[src/common/rtcb_pkg.sv]
// rtcb_pkg: register map, field layout and timing constants of the binary rtc
package rtcb_pkg;

	// ----------------------------------------------------------------
	// register byte offsets
	// ----------------------------------------------------------------
	localparam logic [7:0] OFF_SECONDS = 8'h00;
	localparam logic [7:0] OFF_SUBSEC = 8'h04;
	localparam logic [7:0] OFF_DAY_ALARM = 8'h08;
	localparam logic [7:0] OFF_INTERVAL = 8'h0c;
	localparam logic [7:0] OFF_CONTROL = 8'h10;
	localparam logic [7:0] OFF_TRIM = 8'h14;
	localparam logic [7:0] OFF_OSC_CTRL = 8'h18;

	// ----------------------------------------------------------------
	// control register fields
	// ----------------------------------------------------------------
	localparam int CTL_ENABLE = 0;
	localparam int CTL_TOD_EN = 1;
	localparam int CTL_SS_EN = 2;
	localparam int CTL_BUSY = 3;
	localparam int CTL_READY = 4;
	localparam int CTL_READY_IE = 5;
	localparam int CTL_TOD_FL = 6;
	localparam int CTL_SS_FL = 7;
	localparam int CTL_CAL_EN = 8;
	localparam int CTL_FSEL_LO = 9;
	localparam int CTL_FSEL_HI = 10;
	localparam int CTL_MODE_LO = 11;
	localparam int CTL_MODE_HI = 12;
	localparam int CTL_WRITE_EN = 15;

	// ----------------------------------------------------------------
	// trim and oscillator control fields
	// ----------------------------------------------------------------
	localparam int TRIM_LO = 0;
	localparam int TRIM_HI = 7;
	localparam int VRTC_LO = 8;
	localparam int VRTC_HI = 31;
	localparam int OSC_BYPASS = 4;
	localparam int OSC_RAW_OUT = 5;

	// ----------------------------------------------------------------
	// reset values
	// ----------------------------------------------------------------
	localparam logic BUSY_RST = 1'b1;

	// ----------------------------------------------------------------
	// timing
	// ----------------------------------------------------------------
	localparam int ELAPSED_PERIOD_S = 32;
	localparam int ELAPSED_BITS = $clog2(ELAPSED_PERIOD_S);
	localparam logic [6:0] READY_CLR_AT = 7'h78;
	localparam int PPM_SCALE = 1000000;
	localparam logic [1:0] CAL_1K = 2'h0;
	localparam logic [1:0] CAL_512 = 2'h1;

	// ----------------------------------------------------------------
	// bus data-phase carrier
	// ----------------------------------------------------------------
	typedef struct packed {
		logic valid;
		logic write;
		logic [5:0] word;
	} rtcb_phase_type;

endpackage : rtcb_pkg

[src/logic/rtcb_top.sv]
// rtcb_top: binary real-time clock with alarms behind an ahb-lite slave
//
// Overview of operation
// - 40-bit time: 8-bit sub-second low part, 32-bit seconds bump on sub-second wrap.
// - once enabled counting runs until disabled; reads never disturb it.
// - elapsed-time field advances once every 32 seconds while running.
// - day alarm fires when alarm value equals seconds bits 19:0.
// - day alarm firing sets the day alarm flag.
// - interrupt whenever day flag set, even by software, if enables allow.
// - writing interval start loads counter; enabling counts up at 256 Hz.
// - interval wrap to zero sets its flag and reloads start value.
// - only first interval may be up to one tick short; later ones exact.
// - start value zero gives full 32-bit interval.
// - busy set on reset, seconds or trim writes, enable changes.
// - while busy, protected bits and count registers ignore writes.
// - busy clears on next 32 kHz edge, within one 4 kHz period.
// - ready clears one 4 kHz period before update, sets after it.
// - ready interrupt enable raises interrupt whenever hardware sets ready, if system interrupt enable is set.
// - clock enable changes need write enable and not busy.
// - calibration output gives raw 4 kHz or trimmed 1 kHz or 512 Hz.
// - select code 01 gives 512 Hz, code 1x gives 4 kHz.
// - without write enable, trim and clock enable writes are ignored.
module rtcb_top
	import rtcb_pkg::*;
#(
	parameter int DAY_ALARM_BITS = 20
) (
	input wire logic hclk,
	input wire logic hresetn,
	input wire logic hsel,
	input wire logic [31:0] haddr,
	input wire logic [1:0] htrans,
	input wire logic hwrite,
	input wire logic [2:0] hsize,
	input wire logic [31:0] hwdata,
	input wire logic hready,
	output logic hreadyout,
	output logic [31:0] hrdata,
	output logic hresp,
	input wire logic crystal_in_pin,
	input wire logic sys_int_en,
	output logic irq,
	output logic calibration_output_pin
);

	// ----------------------------------------------------------------
	// parameter check
	// ----------------------------------------------------------------
	if (DAY_ALARM_BITS < 1 || DAY_ALARM_BITS > 32) begin : g_bad_width
		$error("DAY_ALARM_BITS must lie in 1..32");
	end

	function automatic logic hit(input rtcb_phase_type p, input logic [7:0] off);
		hit = p.word == off[7:2];
	endfunction : hit

	// ----------------------------------------------------------------
	// ahb-lite slave
	// ----------------------------------------------------------------
	rtcb_phase_type dph_q;
	rtcb_phase_type dph_d;
	logic rd_rdy_q;
	logic wr;
	logic [31:0] rd_mux;
	logic [31:0] control_rd;

	always_comb begin
		dph_d.valid = hsel & htrans[1];
		dph_d.write = hwrite;
		dph_d.word = haddr[7:2];
	end

	always_ff @(posedge hclk or negedge hresetn) begin
		if (!hresetn) begin
			dph_q <= '0;
			rd_rdy_q <= 1'b0;
		end else if (hready) begin
			dph_q <= dph_d.valid ? dph_d : '0;
			rd_rdy_q <= 1'b0;
		end else if (dph_q.valid && !dph_q.write) begin
			rd_rdy_q <= 1'b1;
		end
	end

	// reads take one wait state so that a preceding write is visible
	assign hreadyout = !(dph_q.valid && !dph_q.write && !rd_rdy_q);
	assign hresp = 1'b0;
	assign wr = dph_q.valid && dph_q.write;

	// ----------------------------------------------------------------
	// crystal edge, prescaler and trim
	// ----------------------------------------------------------------
	logic xtal_q;
	logic tick32;
	logic [6:0] presc_q;
	logic [7:0] presc_sum;
	logic tick256;
	logic [2:0] raw_q;
	logic tick4k;
	logic signed [21:0] acc_q;
	logic signed [21:0] acc_sum;
	logic [1:0] step_q;
	logic [7:0] trim_q;

	assign tick32 = crystal_in_pin && !xtal_q;
	assign presc_sum = {1'b0, presc_q} + {6'h00, step_q};
	assign tick256 = tick32 && presc_sum[7];
	assign tick4k = tick32 && (raw_q == 3'h7);
	assign acc_sum = acc_q + 22'(signed'(trim_q));

	always_ff @(posedge hclk or negedge hresetn) begin
		if (!hresetn) begin
			xtal_q <= 1'b0;
			raw_q <= '0;
		end else begin
			xtal_q <= crystal_in_pin;
			if (tick32) begin
				raw_q <= raw_q + 3'h1;
			end
		end
	end

	always_ff @(posedge hclk or negedge hresetn) begin
		if (!hresetn) begin
			presc_q <= '0;
		end else if (tick32) begin
			presc_q <= presc_sum[6:0];
		end
	end

	// ppm trim: add or drop one 32 kHz step per million 4 kHz periods per unit
	always_ff @(posedge hclk or negedge hresetn) begin
		if (!hresetn) begin
			acc_q <= '0;
			step_q <= 2'h1;
		end else if (tick4k) begin
			if (acc_sum >= 22'(PPM_SCALE)) begin
				acc_q <= acc_sum - 22'(PPM_SCALE);
				step_q <= 2'h2;
			end else if (acc_sum <= -22'(PPM_SCALE)) begin
				acc_q <= acc_sum + 22'(PPM_SCALE);
				step_q <= 2'h0;
			end else begin
				acc_q <= acc_sum;
				step_q <= 2'h1;
			end
		end else if (tick32) begin
			step_q <= 2'h1;
		end
	end

	// ----------------------------------------------------------------
	// control register
	// ----------------------------------------------------------------
	logic enable_q;
	logic tod_en_q;
	logic ss_en_q;
	logic busy_q;
	logic ready_q;
	logic ready_ie_q;
	logic tod_fl_q;
	logic ss_fl_q;
	logic cal_en_q;
	logic [1:0] fsel_q;
	logic [1:0] mode_q;
	logic write_en_q;
	logic raw_out_q;
	logic bypass_q;
	logic wr_ctl;
	logic en_chg;
	logic tod_chg;
	logic ss_chg;
	logic wr_sec;
	logic wr_trim;
	logic busy_set;
	logic tod_hit;
	logic ss_wrap;

	assign wr_ctl = wr && hit(dph_q, OFF_CONTROL);
	assign en_chg = wr_ctl && !busy_q && write_en_q
		&& (hwdata[CTL_ENABLE] != enable_q);
	assign tod_chg = wr_ctl && !busy_q && (hwdata[CTL_TOD_EN] != tod_en_q);
	assign ss_chg = wr_ctl && !busy_q && (hwdata[CTL_SS_EN] != ss_en_q);
	assign wr_sec = wr && hit(dph_q, OFF_SECONDS) && !busy_q;
	assign wr_trim = wr && hit(dph_q, OFF_TRIM) && !busy_q && write_en_q;

	assign busy_set = en_chg || tod_chg || ss_chg || wr_sec || wr_trim;

	always_ff @(posedge hclk or negedge hresetn) begin
		if (!hresetn) begin
			busy_q <= BUSY_RST;
		end else if (busy_set) begin
			busy_q <= 1'b1;
		end else if (tick32) begin
			busy_q <= 1'b0;
		end
	end

	always_ff @(posedge hclk or negedge hresetn) begin
		if (!hresetn) begin
			enable_q <= 1'b0;
			tod_en_q <= 1'b0;
			ss_en_q <= 1'b0;
		end else begin
			if (en_chg) begin
				enable_q <= hwdata[CTL_ENABLE];
			end
			if (tod_chg) begin
				tod_en_q <= hwdata[CTL_TOD_EN];
			end
			if (ss_chg) begin
				ss_en_q <= hwdata[CTL_SS_EN];
			end
		end
	end

	always_ff @(posedge hclk or negedge hresetn) begin
		if (!hresetn) begin
			write_en_q <= 1'b0;
			mode_q <= '0;
			fsel_q <= '0;
			cal_en_q <= 1'b0;
			ready_ie_q <= 1'b0;
		end else if (wr_ctl) begin
			write_en_q <= hwdata[CTL_WRITE_EN];
			mode_q <= hwdata[CTL_MODE_HI:CTL_MODE_LO];
			fsel_q <= hwdata[CTL_FSEL_HI:CTL_FSEL_LO];
			cal_en_q <= hwdata[CTL_CAL_EN];
			ready_ie_q <= hwdata[CTL_READY_IE];
		end
	end

	// alarm flags: hardware set wins over a software write
	always_ff @(posedge hclk or negedge hresetn) begin
		if (!hresetn) begin
			tod_fl_q <= 1'b0;
			ss_fl_q <= 1'b0;
		end else begin
			if (tod_hit) begin
				tod_fl_q <= 1'b1;
			end else if (wr_ctl) begin
				tod_fl_q <= hwdata[CTL_TOD_FL];
			end
			if (ss_wrap) begin
				ss_fl_q <= 1'b1;
			end else if (wr_ctl) begin
				ss_fl_q <= hwdata[CTL_SS_FL];
			end
		end
	end

	// ready: cleared ahead of the count ripple, set right after it
	always_ff @(posedge hclk or negedge hresetn) begin
		if (!hresetn) begin
			ready_q <= 1'b0;
		end else if (enable_q && tick256) begin
			ready_q <= 1'b1;
		end else if (enable_q && tick32 && presc_q >= READY_CLR_AT) begin
			ready_q <= 1'b0;
		end else if (wr_ctl && !hwdata[CTL_READY]) begin
			ready_q <= 1'b0;
		end
	end

	// ----------------------------------------------------------------
	// time counter and elapsed field
	// ----------------------------------------------------------------
	logic [31:0] sec_q;
	logic [7:0] sub_q;
	logic [23:0] vrtc_q;
	logic count_step;
	logic [31:0] sec_next;

	assign count_step = enable_q && tick256;
	assign sec_next = sec_q + 32'h1;

	always_ff @(posedge hclk or negedge hresetn) begin
		if (!hresetn) begin
			sub_q <= '0;
		end else if (wr && hit(dph_q, OFF_SUBSEC) && !busy_q) begin
			sub_q <= hwdata[7:0];
		end else if (count_step) begin
			sub_q <= sub_q + 8'h1;
		end
	end

	always_ff @(posedge hclk or negedge hresetn) begin
		if (!hresetn) begin
			sec_q <= '0;
		end else if (wr_sec) begin
			sec_q <= hwdata;
		end else if (count_step && sub_q == 8'hff) begin
			sec_q <= sec_next;
		end
	end

	always_ff @(posedge hclk or negedge hresetn) begin
		if (!hresetn) begin
			vrtc_q <= '0;
			trim_q <= '0;
		end else if (wr_trim) begin
			vrtc_q <= hwdata[VRTC_HI:VRTC_LO];
			trim_q <= hwdata[TRIM_HI:TRIM_LO];
		end else if (count_step && sub_q == 8'hff
			&& sec_next[ELAPSED_BITS-1:0] == '0) begin
			vrtc_q <= vrtc_q + 24'h1;
		end
	end

	always_ff @(posedge hclk or negedge hresetn) begin
		if (!hresetn) begin
			raw_out_q <= 1'b0;
			bypass_q <= 1'b0;
		end else if (wr && hit(dph_q, OFF_OSC_CTRL) && !busy_q && write_en_q) begin
			raw_out_q <= hwdata[OSC_RAW_OUT];
			bypass_q <= hwdata[OSC_BYPASS];
		end
	end

	// ----------------------------------------------------------------
	// day alarm
	// ----------------------------------------------------------------
	logic [DAY_ALARM_BITS-1:0] day_q;
	logic match_q;
	logic match_now;

	assign match_now = day_q == sec_q[DAY_ALARM_BITS-1:0];
	assign tod_hit = tod_en_q && match_now && !match_q;

	always_ff @(posedge hclk or negedge hresetn) begin
		if (!hresetn) begin
			day_q <= '0;
			match_q <= 1'b0;
		end else begin
			match_q <= tod_en_q && match_now;
			if (wr && hit(dph_q, OFF_DAY_ALARM)) begin
				day_q <= hwdata[DAY_ALARM_BITS-1:0];
			end
		end
	end

	// ----------------------------------------------------------------
	// interval alarm
	// ----------------------------------------------------------------
	logic [31:0] start_q;
	logic [31:0] ivl_q;

	assign ss_wrap = ss_en_q && tick256 && ivl_q == 32'hffffffff;

	always_ff @(posedge hclk or negedge hresetn) begin
		if (!hresetn) begin
			start_q <= '0;
			ivl_q <= '0;
		end else if (wr && hit(dph_q, OFF_INTERVAL)) begin
			start_q <= hwdata;
			ivl_q <= hwdata;
		end else if (ss_chg && hwdata[CTL_SS_EN]) begin
			ivl_q <= start_q;
		end else if (ss_wrap) begin
			ivl_q <= start_q;
		end else if (ss_en_q && tick256) begin
			ivl_q <= ivl_q + 32'h1;
		end
	end

	// ----------------------------------------------------------------
	// interrupt request and calibration output
	// ----------------------------------------------------------------
	assign irq = sys_int_en && ((tod_fl_q && tod_en_q) || (ss_fl_q && ss_en_q)
		|| (ready_q && ready_ie_q));

	always_ff @(posedge hclk or negedge hresetn) begin
		if (!hresetn) begin
			calibration_output_pin <= 1'b0;
		end else if (raw_out_q) begin
			calibration_output_pin <= crystal_in_pin;
		end else if (!cal_en_q) begin
			calibration_output_pin <= 1'b0;
		end else if (fsel_q[1]) begin
			calibration_output_pin <= raw_q[2];
		end else if (fsel_q == CAL_512) begin
			calibration_output_pin <= presc_q[5];
		end else begin
			calibration_output_pin <= presc_q[4];
		end
	end

	// ----------------------------------------------------------------
	// read data
	// ----------------------------------------------------------------
	always_comb begin
		control_rd = '0;
		control_rd[CTL_ENABLE] = enable_q;
		control_rd[CTL_TOD_EN] = tod_en_q;
		control_rd[CTL_SS_EN] = ss_en_q;
		control_rd[CTL_BUSY] = busy_q;
		control_rd[CTL_READY] = ready_q;
		control_rd[CTL_READY_IE] = ready_ie_q;
		control_rd[CTL_TOD_FL] = tod_fl_q;
		control_rd[CTL_SS_FL] = ss_fl_q;
		control_rd[CTL_CAL_EN] = cal_en_q;
		control_rd[CTL_FSEL_HI:CTL_FSEL_LO] = fsel_q;
		control_rd[CTL_MODE_HI:CTL_MODE_LO] = mode_q;
		control_rd[CTL_WRITE_EN] = write_en_q;
	end

	always_comb begin
		rd_mux = '0;
		if (hit(dph_q, OFF_SECONDS)) begin
			rd_mux = sec_q;
		end else if (hit(dph_q, OFF_SUBSEC)) begin
			rd_mux = {24'h000000, sub_q};
		end else if (hit(dph_q, OFF_DAY_ALARM)) begin
			rd_mux[DAY_ALARM_BITS-1:0] = day_q;
		end else if (hit(dph_q, OFF_INTERVAL)) begin
			rd_mux = start_q;
		end else if (hit(dph_q, OFF_CONTROL)) begin
			rd_mux = control_rd;
		end else if (hit(dph_q, OFF_TRIM)) begin
			rd_mux = {vrtc_q, trim_q};
		end else if (hit(dph_q, OFF_OSC_CTRL)) begin
			rd_mux[OSC_RAW_OUT] = raw_out_q;
			rd_mux[OSC_BYPASS] = bypass_q;
		end
	end

	always_ff @(posedge hclk or negedge hresetn) begin
		if (!hresetn) begin
			hrdata <= '0;
		end else if (dph_q.valid && !dph_q.write && !rd_rdy_q) begin
			hrdata <= rd_mux;
		end
	end

endmodule : rtcb_top

[config.mk]
export PLATFORM = sky130hd
export DESIGN_NAME = rtcb_top
export DESIGN_NICKNAME = d
export VERILOG_FILES = /design/src/common/rtcb_pkg.sv /design/src/logic/rtcb_top.sv
export SDC_FILE = /design/constraint.sdc
export NUM_CORES = 1
export LEC_CHECK = 0
export BUFFER_PORTS_ARGS = -buffer_cell sky130_fd_sc_hd__buf_2
export CAP_MARGIN = 30
export CORE_MARGIN = 1
export CORE_UTILIZATION = 61
export DETAILED_ROUTE_END_ITERATION = 8
export PLACE_DENSITY = 0.81
export SYNTH_ARGS = -nofsm -noshare
export SYNTH_HDL_FRONTEND = slang
export SYNTH_SLANG_ARGS = --single-unit
export TNS_END_PERCENT = 10
[constraint.sdc]
create_clock -name hclk -period 4.1 [get_ports hclk]
set_input_delay 0.41 -clock hclk [delete_from_list [all_inputs] [get_ports hclk]]
set_output_delay 0.41 -clock hclk [all_outputs]
set_load 0.05 [all_outputs]
==> flow_summary.html <==
<table>
<tr><th>Metric</th><th>Value</th></tr>
<tr><th colspan="2">CTS</th></tr>
<tr><td>Maximum clock path buffer count</td><td>3</td></tr>
<tr><td>Number of CTS-inserted buffers</td><td>28</td></tr>
<tr><td>Post-CTS clock slew at the launch and capture registers of the worst setup and hold paths</td><td>60 ps</td></tr>
<tr><td>CTS sink count</td><td>250</td></tr>
<tr><td>Root Buffer</td><td>clkbuf_16</td></tr>
<tr><td>Insertion delay to the later sink of the worst-skew pair</td><td>560 ps</td></tr>
<tr><td>H-tree depth reported by CTS</td><td>1</td></tr>
<tr><td>CTS tree</td><td>yes</td></tr>
<tr><th colspan="2">Flow run</th></tr>
<tr><td>Max-capacitance violation count</td><td>0</td></tr>
<tr><th colspan="2">Route</th></tr>
<tr><td>Total Routed Length</td><td>43.2 mm</td></tr>
<tr><td>Avg Vias per Cell</td><td>approximately 6.4</td></tr>
<tr><td>Drt first pass iters</td><td>8</td></tr>
<tr><td>Remaining antenna violation count</td><td>0</td></tr>
<tr><td>Via count</td><td>~14k</td></tr>
<tr><td>DRC Markers</td><td>0</td></tr>
<tr><td>Routed WL per cell</td><td>20.3 um</td></tr>
<tr><td>DR iter-0 viols</td><td>1805</td></tr>
<tr><th colspan="2">Logic synthesis</th></tr>
<tr><td>Share of the yosys chip area belonging to registers</td><td>0.421</td></tr>
<tr><td>Portion of synthesized cell area occupied by the leading cell type</td><td>0.418</td></tr>
<tr><td>Post-Synthesis Cells</td><td>1704</td></tr>
<tr><td>Primary flip-flop cell chosen by synthesis mapping</td><td>dfrtp_1</td></tr>
<tr><td>Number of warnings reported in the yosys synthesis log</td><td>0</td></tr>
<tr><td>Synthesized flop and latch total</td><td>250</td></tr>
<tr><td>Library cell with the largest summed area after synthesis</td><td>dfrtp_1</td></tr>
<tr><td>Post-synthesis instance area</td><td>about 0.015 mm^2</td></tr>
<tr><td>Synth top area cells</td><td>dfrtp_1 42%, nand2_1 7.8%, o21ai_0 4.9%</td></tr>
<tr><td>Number of distinct standard cells referenced by the synthesized netlist</td><td>86</td></tr>
<tr><td>Mean post-synth cell area</td><td>just under 9 um^2</td></tr>
<tr><td>Post-synth net total</td><td>between 1.5k and 2k</td></tr>
<tr><td>Asr flop ratio synth</td><td>1.00</td></tr>
<tr><td>EDFF count, synth</td><td>0</td></tr>
<tr><th colspan="2">STA</th></tr>
<tr><td>Fin crit share</td><td>0.965</td></tr>
<tr><td>Final Max Slew Viols</td><td>0</td></tr>
<tr><td>Clock period minus final worst setup slack</td><td>3960 ps</td></tr>
<tr><td>Worst hold slack</td><td>50.0 ps</td></tr>
<tr><td>Max Clk Rate</td><td>0.253 GHz</td></tr>
<tr><td>Setup Viol. Count Final</td><td>0</td></tr>
<tr><td>Setup repair after global routing missed its margin</td><td>true</td></tr>
<tr><td>Setup tns final</td><td>0 ps</td></tr>
<tr><td>Post-Route Skew</td><td>approximately 33 ps</td></tr>
<tr><td>Minimum setup slack in the final design</td><td>142 ps</td></tr>
<tr><td>Final hold vios</td><td>0</td></tr>
<tr><td>Worst Max-Slew Pin Slew</td><td>roughly 1100 ps</td></tr>
<tr><td>Worst slew slack as a fraction of its limit</td><td>0.275</td></tr>
<tr><th colspan="2">Floorplanning</th></tr>
<tr><td>Number of rows in the core area</td><td>56</td></tr>
<tr><td>Total core area</td><td>approximately 0.024 mm^2</td></tr>
<tr><td>Overall die width</td><td>between 150 and 200 um</td></tr>
<tr><td>Total die area</td><td>0.0250 mm^2</td></tr>
<tr><td>Die H</td><td>158 um</td></tr>
<tr><td>Number of I/O pins</td><td>112</td></tr>
<tr><td>Initial core utilization</td><td>0.627</td></tr>
<tr><th colspan="2">Final layout</th></tr>
<tr><td>Multi-input gate area in the final layout</td><td>slightly above 0.008 mm^2</td></tr>
<tr><td>Non-Filler Cell Area, Final</td><td>roughly 0.017 mm^2</td></tr>
<tr><td>Cell Count, Final, Fillers Out</td><td>2124</td></tr>
<tr><td>Share of the core filled with cells in the final layout</td><td>0.709</td></tr>
<tr><td>Area growth from synthesis to layout</td><td>13.0%</td></tr>
<tr><td>Most common library cell in the layout ignoring fill and taps</td><td>nand2_1</td></tr>
<tr><td>Leading cell types in the layout, fill and taps excluded</td><td>308 x nand2_1, 246 x dfrtp_1, 149 x nor2_1</td></tr>
<tr><td>Storage element area</td><td>0.00626 mm^2</td></tr>
<tr><td>Fraction of final layout cells with drive strength greater than 1</td><td>0.151</td></tr>
<tr><td>Count of nets after finishing</td><td>1895</td></tr>
<tr><td>Filler cells</td><td>between 1.5k and 2k</td></tr>
<tr><th colspan="2">Placement</th></tr>
<tr><td>Total instance count after detailed placement</td><td>2065</td></tr>
<tr><td>Detailed placement HPWL</td><td>31.0 mm</td></tr>
<tr><td>Post-place instance area</td><td>0.0158 mm^2</td></tr>
<tr><td>Number of buffers inserted by port buffering</td><td>80</td></tr>
<tr><td>Worst slack at placement</td><td>104 ps</td></tr>
<tr><td>Gp weighted congestion</td><td>0.971</td></tr>
<tr><th colspan="2">Run status</th></tr>
<tr><td>Run status</td><td>finished, final reports clean</td></tr>
<tr><th colspan="2">Pwr</th></tr>
<tr><td>Relative contribution of sequential cells to total power</td><td>0.398</td></tr>
<tr><td>Net switching power</td><td>2.89 mW</td></tr>
<tr><td>Leakage power total</td><td>roughly 7.4 nW</td></tr>
<tr><td>Power density cells</td><td>481 mW/mm^2</td></tr>
<tr><td>Internal power</td><td>5.19 mW</td></tr>
<tr><td>Clock Power Share</td><td>0.307</td></tr>
<tr><td>Overall Power</td><td>8.08 mW</td></tr>
<tr><td>Worst vdd rail ir drop</td><td>314 uV</td></tr>
<tr><td>Share of power burned in combinational logic</td><td>0.295</td></tr>
<tr><td>Sw Share</td><td>0.358</td></tr>
<tr><th colspan="2">Worst setup path</th></tr>
<tr><td>Kind of end point of the critical path</td><td>flip-flop</td></tr>
<tr><td>Data required time of the worst path</td><td>4570 ps</td></tr>
<tr><td>Largest stage delay on the critical path</td><td>520 ps</td></tr>
<tr><td>Start-to-end type of the worst setup path</td><td>reg2reg</td></tr>
<tr><td>Critical Path, Cell by Cell</td><td>ha_1 -&gt; a21o_1 -&gt; a31o_2 -&gt; and3_1 -&gt; o31ai_1 -&gt; a311oi_1 -&gt; xnor2_2 -&gt; o31a_1 -&gt; buf_4 -&gt; nor2_1 -&gt; a2111o_1 -&gt; nand3_1</td></tr>
<tr><td>Standard cell with the maximum stage delay on the critical path</td><td>dfrtp_2</td></tr>
<tr><td>Largest driver fanout on the critical path</td><td>11</td></tr>
<tr><td>Setup crit start kind</td><td>flip-flop</td></tr>
<tr><td>Critical path arrival</td><td>4420 ps</td></tr>
<tr><th colspan="2">Global routing</th></tr>
<tr><td>First-pass GRT wire length</td><td>between 60 and 70 mm</td></tr>
<tr><td>Remaining global-route overflow</td><td>0</td></tr>
<tr><td>Vias in the first global route</td><td>12.5k</td></tr>
<tr><td>Largest net degree at the start of global routing</td><td>93</td></tr>
<tr><td>Overall fraction of global-route tracks in use</td><td>0.350</td></tr>
<tr><td>Initial antenna violation count</td><td>1</td></tr>
<tr><th colspan="2">Worst hold path</th></tr>
<tr><td>Class of the tightest hold or removal check</td><td>in2reg</td></tr>
</table>
[synthesized netlist by cell type, types with 5 or more instances]
master	number
a222oi_1	13
a211oi_1	11
clkbuf_1	80
o311ai_0	7
a31oi_1	22
nand2b_1	9
a21o_1	8
and3_1	23
mux2i_1	17
nor3_1	24
buf_2	5
o31a_1	6
o21a_1	6
nand4_1	31
ha_1	33
xor2_1	69
nand3_1	62
mux2_2	40
dfrtp_1	248
inv_1	30
o21ai_0	144
a21oi_1	83
nand2_1	308
o211ai_1	7
a22o_1	23
a221oi_1	17
o22ai_1	16
or3_1	10
and4_1	6
xnor2_1	65
nor2b_1	7
o21bai_1	5
nor4_1	13
and2_1	14
nor2_1	151
[flip-flops by register name (all words and copies together), names as in the netlist, 3 cells and up]
| name | count |
|---|---|
| hrdata | 32 |
| ivl_q | 32 |
| sec_q | 32 |
| start_q | 32 |
| vrtc_q | 24 |
| acc_q | 22 |
| day_q | 20 |
| dph_q | 8 |
| sub_q | 8 |
| trim_q | 8 |
| presc_q | 7 |
| raw_q | 3 |
[final cells by class]
| class | instances | area share |
|---|---|---|
| Multi-Input combinational cell | 1329 | 0.488 |
| Sequential cell | 250 | 0.373 |
| Timing Repair Buffer | 142 | 0.0538 |
| Clock buffer | 37 | 0.0467 |
| Tap cell | 319 | 0.0238 |
| Clock inverter | 12 | 0.00753 |
| Inverter | 33 | 0.00738 |
| Antenna cell | 2 | 0.000298 |
[timing repair]
| action | 4_1_cts | 5_1_grt |
|---|---|---|
| hold endpoints to repair | 89 | 0 |
| resized for setup | 0 | 12 |
| buffers inserted | 0 | 6 |
| setup endpoints to repair | 0 | 17 |
| hold buffers | 1 | 0 |
[worst paths after layout]
| kind | startpoint | endpoint | slack [ps] | depth (start not counted) |
|---|---|---|---|---|
| min in group asynchronous | hresetn | acc_q[2] | 450 | 2 |
| hold / removal | crystal_in_pin | xtal_q | 50 | 1 |
| setup / recovery | trim_q[7] | acc_q[7] | 140 | 12 |
| hold reg to reg | hrdata[6] | hrdata[6] | 480 | 2 |
| max in group asynchronous | hresetn | step_q[0] | 2660 | 3 |
| setup reg to reg | trim_q[7] | acc_q[7] | 140 | 12 |
[critical path: cells and delay by family, from the launching register on]
kind | cells | cell delay, ps
xor gates and xnor gates | 1 | 430
and+or+nand+nor | 3 | 400
DFF | 1 | 520
buffers and inverters | 1 | 210
adders and majority gates | 1 | 430
AOI/OAI and AO/OA | 6 | 1860
[layer usage]
layer	part of all wire	up-vias	GRT usage
li1	-	6228	-
met1	0.43	6484	0.508
met2	0.43	713	0.506
met3	0.11	103	0.0912
met4	0.030	0	0.113
met5	0	-	0
[power by group through the flow]
| stage | registers (mW) | logic (mW) | clock network, mW |
|---|---|---|---|
| floorplan | 3.43 | 1.29 | 0 |
| finish | 3.21 | 2.38 | 2.48 |
| global placement | 3.22 | 2.22 | 0 |
| CTS | 3.20 | 2.28 | 2.50 |
| global route | 3.26 | 2.58 | 2.59 |
| detailed placement | 3.24 | 2.26 | 0 |
[cell families (layout without fill, tap and decap cells)]
kind of cell / Yosys count / count (layout) / share of synthesized area
other cells: 1 / 3 / 0.000252
flops: 250 / 250 / 0.421
compound gates: 420 / 420 / 0.186
mux: 57 / 57 / 0.0418
fa+ha+maj: 35 / 35 / 0.0305
simple gates: 679 / 679 / 0.205
buf+inv: 125 / 224 / 0.0334
xor+xnor: 137 / 137 / 0.0823
Note: power is estimated with default switching activity, not from simulation.
